`config.mk`:
```
export PLATFORM = sky130hd
export DESIGN_NAME = ais_top
export DESIGN_NICKNAME = d
export VERILOG_FILES = /design/src/rtl/ais_pkg.sv /design/src/rtl/ais_sync.sv /design/src/rtl/ais_top.sv
export VERILOG_INCLUDE_DIRS = /design/src /design/src/rtl
export SDC_FILE = /design/constraint.sdc
export NUM_CORES = 1
export LEC_CHECK = 0
export ABC_AREA = 1
export ABC_CLOCK_PERIOD_IN_PS = 3600
export BUFFER_PORTS_ARGS = -buffer_cell sky130_fd_sc_hd__buf_2
export CAP_MARGIN = 25
export CORE_MARGIN = 2
export CORE_UTILIZATION = 56
export DETAILED_ROUTE_END_ITERATION = 8
export PLACE_DENSITY_LB_ADDON = 0.3
export SETUP_SLACK_MARGIN = 0.02
export SYNTH_ARGS = -nofsm -noshare
export SYNTH_HDL_FRONTEND = slang
export SYNTH_SLANG_ARGS = --single-unit
```
`constraint.sdc`:
```
create_clock -name clock -period 3.6 [get_ports clock]
set_input_delay 0.72 -clock clock [delete_from_list [all_inputs] [get_ports clock]]
set_output_delay 0.72 -clock clock [all_outputs]
set_load 0.01 [all_outputs]
```
`src/rtl/ais_cfg.svh`:
```
// timing counts and field positions for the adapter init sequencer
`ifndef AIS_CFG_SVH
`define AIS_CFG_SVH
`define AIS_CLK_NS          50
`define AIS_RESET_HOLD_NS   2000
`define AIS_RESET_HOLD_CYC  ((`AIS_RESET_HOLD_NS + `AIS_CLK_NS - 1) / `AIS_CLK_NS)
`define AIS_SYSRST_NS       200000
`define AIS_SYSRST_CYC      ((`AIS_SYSRST_NS + `AIS_CLK_NS - 1) / `AIS_CLK_NS)
`define AIS_NODE_RESET_BIT  30
`define AIS_LOCAL_INIT_BIT  22
`define AIS_CNT_W           16
`define AIS_PIN_IDLE        2'h3
`endif

```
`src/rtl/ais_pkg.sv`:
```
// types shared by the adapter init sequencer
package ais_pkg;
  typedef enum logic [2:0] {
    AIS_IDLE,
    AIS_HOLD,
    AIS_SELFTEST,
    AIS_RUN
  } ais_state_e;

  typedef struct packed {
    logic reset_all;
    logic reset_local;
  } ais_reset_s;
endpackage

```
`src/rtl/ais_sync.sv`:
```
// two-flop synchroniser for a vector of pin inputs
`timescale 1ns/10ps
module ais_sync #(
  parameter int WIDTH     = 1,
  parameter logic [WIDTH-1:0] RESET_VAL = '0
) (
  input  wire logic             clock,
  input  wire logic             rstn,
  input  wire logic [WIDTH-1:0] async_in,
  output logic      [WIDTH-1:0] sync_out
);
  logic [WIDTH-1:0] stage1;

  always_ff @(posedge clock or negedge rstn)
  begin
    if (!rstn)
    begin
      stage1   <= RESET_VAL;
      sync_out <= RESET_VAL;
    end
    else
    begin
      stage1   <= async_in;
      sync_out <= stage1;
    end
  end
endmodule

```
`src/rtl/ais_top.sv`:
```
// adapter init sequencer: merges reset sources, drives self-test fail and vme reset
`timescale 1ns/10ps
`include "ais_cfg.svh"
module ais_top #(
  parameter int HOLD_CYC   = `AIS_RESET_HOLD_CYC,
  parameter int SYSRST_CYC = `AIS_SYSRST_CYC
) (
  input  wire logic        clock,
  input  wire logic        rstn,
  input  wire logic        system_ac_low_n,
  input  wire logic        system_dc_low_n,
  input  wire logic        bus_err_wr,
  input  wire logic [31:0] bus_err_wdata,
  input  wire logic        dev_cfg_wr,
  input  wire logic [31:0] dev_cfg_wdata,
  input  wire logic        selftest_done,
  input  wire logic        selftest_pass,
  output logic             adapter_reset,
  output logic             local_sm_reset,
  output logic             selftest_start,
  output logic             self_test_fail_n,
  output logic             self_test_fail_oe_n,
  output logic             vme_sysreset_n,
  output logic             vme_sysreset_oe_n,
  output logic             node_reset_pending,
  output logic             local_init_pending
);
  // ==========================================================
  // pin synchronisers
  logic [1:0] pins_sync;
  logic       ac_low;
  logic       dc_low;
  logic       ac_seen;

  // idle-high reset value, so no false power sequence follows rstn
  ais_sync #(
    .WIDTH     (2),
    .RESET_VAL (`AIS_PIN_IDLE)
  ) u_sync (
    .clock    (clock),
    .rstn     (rstn),
    .async_in ({system_ac_low_n, system_dc_low_n}),
    .sync_out (pins_sync)
  );

  assign ac_low = ~pins_sync[1];
  assign dc_low = ~pins_sync[0];

  // ==========================================================
  // request capture
  logic node_req;
  logic local_req;
  logic power_req;
  ais_pkg::ais_reset_s rst_cmd;
  ais_pkg::ais_state_e state;

  always_ff @(posedge clock or negedge rstn)
  begin
    if (!rstn)
      ac_seen <= 1'b0;
    else if (!ac_low && !dc_low)
      ac_seen <= 1'b0;
    else if (ac_low)
      ac_seen <= 1'b1;
  end

  // power sequence, emulated or real, looks the same here
  assign power_req = dc_low & ac_seen;

  // node reset request; set wins over clear
  always_ff @(posedge clock or negedge rstn)
  begin
    if (!rstn)
      node_req <= 1'b0;
    else if (bus_err_wr && bus_err_wdata[`AIS_NODE_RESET_BIT])
      node_req <= 1'b1;
    else if (state == ais_pkg::AIS_HOLD && !rst_cmd.reset_local)
      node_req <= 1'b0;
  end

  always_ff @(posedge clock or negedge rstn)
  begin
    if (!rstn)
      local_req <= 1'b0;
    else if (dev_cfg_wr && dev_cfg_wdata[`AIS_LOCAL_INIT_BIT])
      local_req <= 1'b1;
    else if (local_sm_reset)
      local_req <= 1'b0;
  end

  assign node_reset_pending = node_req;
  assign local_init_pending = local_req;

  // ==========================================================
  // sequencer
  logic [`AIS_CNT_W-1:0] hold_cnt;
  logic [`AIS_CNT_W-1:0] sysrst_cnt;

  always_ff @(posedge clock or negedge rstn)
  begin
    if (!rstn)
    begin
      state       <= ais_pkg::AIS_HOLD;
      rst_cmd     <= '{reset_all: 1'b1, reset_local: 1'b0};
      hold_cnt    <= '0;
    end
    else if (power_req || (node_req && state != ais_pkg::AIS_HOLD))
    begin
      state       <= ais_pkg::AIS_HOLD;
      rst_cmd     <= '{reset_all: 1'b1, reset_local: 1'b0};
      hold_cnt    <= '0;
    end
    else
    begin
      case (state)
        ais_pkg::AIS_HOLD:
        begin
          // power pins still low keep the hold going
          if (dc_low || ac_low)
            hold_cnt <= '0;
          else if (hold_cnt == HOLD_CYC[`AIS_CNT_W-1:0] - 1'b1)
          begin
            state   <= rst_cmd.reset_all ? ais_pkg::AIS_SELFTEST : ais_pkg::AIS_RUN;
            rst_cmd <= '{reset_all: 1'b0, reset_local: 1'b0};
          end
          else
            hold_cnt <= hold_cnt + 1'b1;
        end
        ais_pkg::AIS_SELFTEST:
        begin
          // failed self-test leaves the fail line asserted
          if (selftest_done && selftest_pass)
            state <= ais_pkg::AIS_RUN;
        end
        ais_pkg::AIS_RUN:
        begin
          if (local_req)
          begin
            state    <= ais_pkg::AIS_HOLD;
            rst_cmd  <= '{reset_all: 1'b0, reset_local: 1'b1};
            hold_cnt <= '0;
          end
        end
        default:
          state <= ais_pkg::AIS_HOLD;
      endcase
    end
  end

  // full reset to all logic and registers; local state machine reset on full or local init
  assign adapter_reset  = (state == ais_pkg::AIS_HOLD) && rst_cmd.reset_all;
  assign local_sm_reset = (state == ais_pkg::AIS_HOLD) && (rst_cmd.reset_all | rst_cmd.reset_local);

  // ==========================================================
  // outputs
  logic selftest_arm;

  always_ff @(posedge clock or negedge rstn)
  begin
    if (!rstn)
      selftest_arm <= 1'b0;
    else
      selftest_arm <= adapter_reset;
  end

  always_ff @(posedge clock or negedge rstn)
  begin
    if (!rstn)
      selftest_start <= 1'b0;
    else
      selftest_start <= selftest_arm & ~adapter_reset;
  end

  // fail line held until self-test passes
  always_ff @(posedge clock or negedge rstn)
  begin
    if (!rstn)
    begin
      self_test_fail_n    <= 1'b0;
      self_test_fail_oe_n <= 1'b0;
    end
    else
    begin
      self_test_fail_n    <= 1'b0;
      self_test_fail_oe_n <= ~(adapter_reset || state == ais_pkg::AIS_SELFTEST);
    end
  end

  // vme reset pulse after each full init
  always_ff @(posedge clock or negedge rstn)
  begin
    if (!rstn)
      sysrst_cnt <= SYSRST_CYC[`AIS_CNT_W-1:0];
    else if (adapter_reset)
      sysrst_cnt <= SYSRST_CYC[`AIS_CNT_W-1:0];
    else if (sysrst_cnt != '0)
      sysrst_cnt <= sysrst_cnt - 1'b1;
  end

  // open-drain: only ever pulls low
  always_ff @(posedge clock or negedge rstn)
  begin
    if (!rstn)
    begin
      vme_sysreset_n    <= 1'b0;
      vme_sysreset_oe_n <= 1'b0;
    end
    else
    begin
      vme_sysreset_n    <= 1'b0;
      vme_sysreset_oe_n <= (sysrst_cnt == '0) && !adapter_reset;
    end
  end
endmodule

```
== Word-level counts from Yosys, hierarchy flattened ==
Cells that the tools add are included.

* Flip-flop bits (word level): 48
* Latch bits: 0
* RAM bits: 0
* Memory bits (read-only): 0
* Bits of input ports: 72
* Output and inout bits: 9
* Word-level logic and storage cells: 82
* Memories kept: 0

* Add/sub/neg operators: 2
* Multiply operators: 0
* Div/mod/pow operators: 0
* $lt $le $gt $ge: 0
* Equal/unequal tests: 11
* Shifts and indexed selects: 0
* Multiplexer cells: 25
* Bitwise operators: 7
* Reduce and logical (&&, ||, !) cells: 23

{| class="wikitable"
|+ Operators by type and width
! kind !! count
|-
| $mux W16 || 6
|-
| $pmux W16 S2 || 1
|-
| $add A16 B1 Y16 const B || 1
|-
| $eq A16 B6 Y1 const B || 1
|-
| $logic_not A16 Y1 || 1
|-
| $reduce_bool A16 Y1 || 1
|-
| $sub A16 B1 Y16 const B || 1
|-
| $mux W3 || 5
|-
| $logic_and A1 B1 Y1 || 9
|-
| $ne A3 B3 Y1 const B || 3
|-
| $pmux W3 S3 || 1
|-
| $mux W2 || 4
|-
| $reduce_and A4 Y1 || 2
|-
| $mux W1 || 7
|-
| $eq A3 B2 Y1 const B || 2
|-
| $ne A3 B1 Y1 const B || 2
|-
| $reduce_bool A2 Y1 || 3
|-
| $ne A4 B4 Y1 const B || 1
|-
| $not A1 Y1 || 4
|-
| $pmux W2 S2 || 1
|-
| $eq A3 B1 Y1 const B || 1
|-
| $logic_or A1 B1 Y1 || 3
|-
| $reduce_and A3 Y1 || 1
|-
| $reduce_bool A3 Y1 || 1
|-
| 4 further kinds || 6
|}

== Depth between registers and ports, before layout ==
* Word-level depth: 5
* Gate-level depth with buffers: 13
* Depth with buffers taken out: 13

== Hierarchy ==
A second synthesis with hierarchy kept.

* Cells, all modules: 334
* Area total of the unflattened synthesis: 2636.3 um2

{| class="wikitable"
|+ Modules (own cells, without submodules)
! module !! instances !! cells an instance !! area each (um2)
|-
| ais_top || 1 || 330 || 2531.2
|-
| ais_sync || 1 || 4 || 105.1
|}

== Worst setup path after synthesis ==
Ideal clock, no wire load.

* Path type: reg-to-output
* Start point: register state[0]
* End point: output adapter_reset
* Data arrival time: 1.160 ns
* Setup slack: 1.720 ns
* Cell stages (with the launch flop): 5
* Path through: dfstp_2 ha_1 nand2_1 inv_1 buf_2

* Longest elaborated chain between the ends: 2

{| class="wikitable"
|+ Ends and longest elaborated chain
! item !! line !! text
|-
| from (decl) || ais_top.sv:55 || <nowiki>ais_pkg::ais_state_e state;</nowiki>
|-
| from (signal assigned) || ais_top.sv:103 || <nowiki>state <= ais_pkg::AIS_HOLD;</nowiki>
|-
| from (signal assigned) || ais_top.sv:109 || <nowiki>state <= ais_pkg::AIS_HOLD;</nowiki>
|-
| from (signal assigned) || ais_top.sv:123 || <nowiki>state <= rst_cmd.reset_all ? ais_pkg::AIS_SELFTEST : ais_pkg::AIS_RUN;</nowiki>
|-
| $eq A3 B1 Y1 || ais_top.sv:151 || <nowiki>assign adapter_reset = (state == ais_pkg::AIS_HOLD) && rst_cmd.reset_all;</nowiki>
|-
| $logic_and A1 B1 Y1 || ais_top.sv:151 ||
|-
| to (decl) || ais_top.sv:18 || <nowiki>output logic adapter_reset,</nowiki>
|}

No other way between the ends.

== Worst setup path after layout ==
Ends and elaborated chain as after synthesis.

==> results.ini <==
[clock_network]
ctsResizeCount = 0
clk_pin_slew_ns = 0.09
numClockSinks = 47
post_cts_buffers = 0
htree_levels = 2
cts-root-buf = clkbuf_8
numCtsBuffers = 5
cts_tree = yes
cts.path.max_buffers = 2
ctsHoldBuffers = 0
clkLatencyLatePin_ns = 0.30

[worst_setup_path]
worst_r2r_endpoint = hold_cnt[14]$_DFFE_PN0P_
cp_max_fo = 12
crit_chain = ha_1 > nand2_1 > inv_1 > buf_2
crit_arrival_ns = 1.88
r2r_setup_slack_ns = 1.34
crit_slowest_cell = dfstp_2
reg2reg_depth = 9
critPathKind = reg2out
timing.rr.start = state[0]$_DFFE_PN1P_
required_ns = 2.88
start_kind = flop
endpoint_kind = output pin
startpoint = state[0]$_DFFE_PN1P_
max_stage_delay_ns = 0.57
crit_end = adapter_reset

[detailed_routing]
avgViaCountPerCell = 5.377
routedWlPerCell_um = 12.45
wl_mm = 5.353
ant_nets = 0
drt_iter0_markers = 159
route.detailed.drc = 0
dr_total_vias = 2312
drt-pass1-iter-count = 4

[place]
place_hpwl_mm = 3.949
dpl-instance-area_um2 = 2806
gp_congestion = 0.9145
portBuffers = 16

[global_routing]
grt_pass1_vias = 2082
grt_pass1_wl_mm = 9.335
overflow = 0
antenna_found_initial = 0
grt_max_degree = 48
grtUsageTotal_pct = 22.11

[yosys]
ys_seq_area_share_pct = 43.97
synth-edff-count = 0
post_synth_inst_count = 356
dominantRegCellSynth = dfrtp_1
ys_warn_count = 0
synth-async-reset-ratio_pct = 100.0
netlist_area_um2 = 2709
syn_avg_cell_area_um2 = 7.609
ys_types = 35
ys_ff_latch = 47

[sta]
final.setup.tns_ns = 0
maxSlewViolCount = 0
fin_crit_ns = 2.600
slew_headroom_pct = 44.77
setup-violations-final = 0
rsz0062_at_grt = no
fmax_ghz = 0.3846
tightestPinTransition_ns = 0.8254
finalClockSkew_ns = 0.009430
finalHoldViolations = 0
final_min_period_over_clock_period_pct = 72.22

[finish]
antenna_cells = 0
area_growth_pct = 8.176
final_area_um2 = 2930
layout-drive-gt1-share_pct = 18.09
finalNetCount = 452

[floorplan]
coreArea_um2 = 4692
num_rows = 25
die_w_um = 73.55
initial_utilization_pct = 57.73
dieHeight_um = 73.55
io_pins = 81
die_area_um2 = 5410

[power_and_ir_drop]
vdd_drop_max_uv = 464.2
power_density_nw_per_um2 = 604.0
power.leakage_nw = 1.431

[worst_hold_path]
hp-class = in2async

[run]
maxCapViolations = 0

[status]
status = finished, final reports clean

==> critical path: cells and delay by family, from the launching register on <==
kind	cells	cell delay, ns
adders and majority gates	1	0.18
buffers and inverters	2	0.58
DFF	1	0.57
and+or+nand+nor	1	0.24
==> flip-flops by register name, summed over array words and instances (netlist names) <==
register             flops
rst_cmd                  2
selftest_start           1
u_sync.sync_out          2
hold_cnt                16
state                    2
self_test_fail_oe_n      1
selftest_arm             1
sysrst_cnt              16
node_reset_pending       1
local_init_pending       1
vme_sysreset_oe_n        1
ac_seen                  1
u_sync.stage1            2
==> power by group <==
group,switching (mW),internal (mW)
clock,0.176,0.175
sequential,0.0714,0.644
combinational,0.486,0.218
total,0.733,1.04
==> cells in the mapped netlist (2+ instances only) <==
| library cell | n | area (um^2) |
|---|---|---|
| inv_1 | 50 | 187.7 |
| nand3b_1 | 2 | 15.01 |
| nand2_2 | 6 | 37.54 |
| ha_1 | 5 | 62.56 |
| nor2_1 | 54 | 202.7 |
| o31ai_1 | 2 | 15.01 |
| nand2_1 | 82 | 307.8 |
| o21a_1 | 2 | 15.01 |
| nand3_1 | 27 | 135.1 |
| nor2_4 | 2 | 22.52 |
| nand4_1 | 8 | 50.05 |
| dfstp_2 | 12 | 315.3 |
| o21ai_2 | 2 | 17.52 |
| a21oi_2 | 5 | 43.79 |
| nor2_2 | 3 | 18.77 |
| a21oi_1 | 7 | 35.03 |
| inv_2 | 3 | 11.26 |
| dfrtp_1 | 35 | 875.8 |
| nor3_1 | 9 | 45.04 |
| o21ai_0 | 14 | 70.07 |
| buf_4 | 3 | 22.52 |
| or2_2 | 3 | 18.77 |
| nand2_4 | 3 | 33.78 |
| xor2_1 | 5 | 43.79 |
| nand3_2 | 2 | 20.02 |
==> metal layers <==
metal / wire length, um / global-route usage [%] / vias to the layer above
li1: - / - / 1158
met1: 2516 / 32.60 / 1086
met2: 2532 / 32.74 / 61
met3: 229 / 4.664 / 7
met4: 74 / 6.667 / 0
met5: 0 / 0 / -
==> area by class of cell <==
cell class | count | area, um^2
clock buffer | 7 | 96.34
clock inverter | 1 | 7.507
fill | 404 | 1762
inverter | 54 | 205.2
multi-input combinational | 250 | 1262
sequential | 47 | 1191
tap | 54 | 67.56
timing repair buffer | 17 | 100.1
==> cells by family (layout without fill, tap and decap cells) <==
family / after synthesis / after routing / synth area share, %
flops: 47 / 47 / 43.97
fa+ha+maj: 5 / 5 / 2.309
compound gates: 35 / 35 / 8.037
buf+inv: 60 / 79 / 9.561
simple gates: 203 / 203 / 34.37
other cells: 1 / 2 / 0.1384
xor+xnor: 5 / 5 / 1.617
==> metrics by stage <==
step	std cells	setup WS (ns)	hold slack (ns)	total power [mW]	util, %
floorplan	357	1.720	0.3452	1.272	-
global placement	421	1.317	0.3474	1.398	59.81
detailed placement	421	1.334	0.3491	1.417	59.81
CTS	429	0.9858	0.3611	1.773	62.03
global route	430	0.8549	0.2688	1.917	62.45
finish	430	1.000	0.2639	1.770	62.45
==> worst min-delay path by stage <==
| stage | cells after the start | slack [ns] | from | end |
|---|---|---|---|---|
| finish | 1 | 0.26 | rstn | hold_cnt[6]$_DFFE_PN0P_ |
| global route | 1 | 0.27 | rstn | hold_cnt[6]$_DFFE_PN0P_ |
| CTS | 0 | 0.36 | u_sync.stage1[1]$_DFF_PN1_ | u_sync.sync_out[1]$_DFF_PN1_ |
| detailed placement | 0 | 0.35 | u_sync.stage1[1]$_DFF_PN1_ | u_sync.sync_out[1]$_DFF_PN1_ |
| global placement | 0 | 0.35 | u_sync.stage1[0]$_DFF_PN1_ | u_sync.sync_out[0]$_DFF_PN1_ |
| floorplan | 0 | 0.35 | u_sync.stage1[0]$_DFF_PN1_ | u_sync.sync_out[0]$_DFF_PN1_ |
==> cell usage in the layout (no fill, tap or decap), drive strengths merged <==
master / netlist / final
ha: 5 / 5
o22ai: 1 / 1
o31ai: 2 / 2
xor2: 5 / 5
nor3: 9 / 9
nor4: 1 / 1
dfrtp: 35 / 35
nor2: 59 / 59
o21ai: 16 / 16
clkbuf: 0 / 7
nand2: 91 / 91
a21oi: 12 / 12
or2: 3 / 3
clkinvlp: 0 / 1
o211ai: 1 / 1
o21a: 2 / 2
o21bai: 1 / 1
inv: 54 / 54
nand3b: 2 / 2
nand3: 30 / 30
conb: 1 / 2
dfstp: 12 / 12
buf: 6 / 17
nand4: 8 / 8
(Power assumes the default switching activity.)
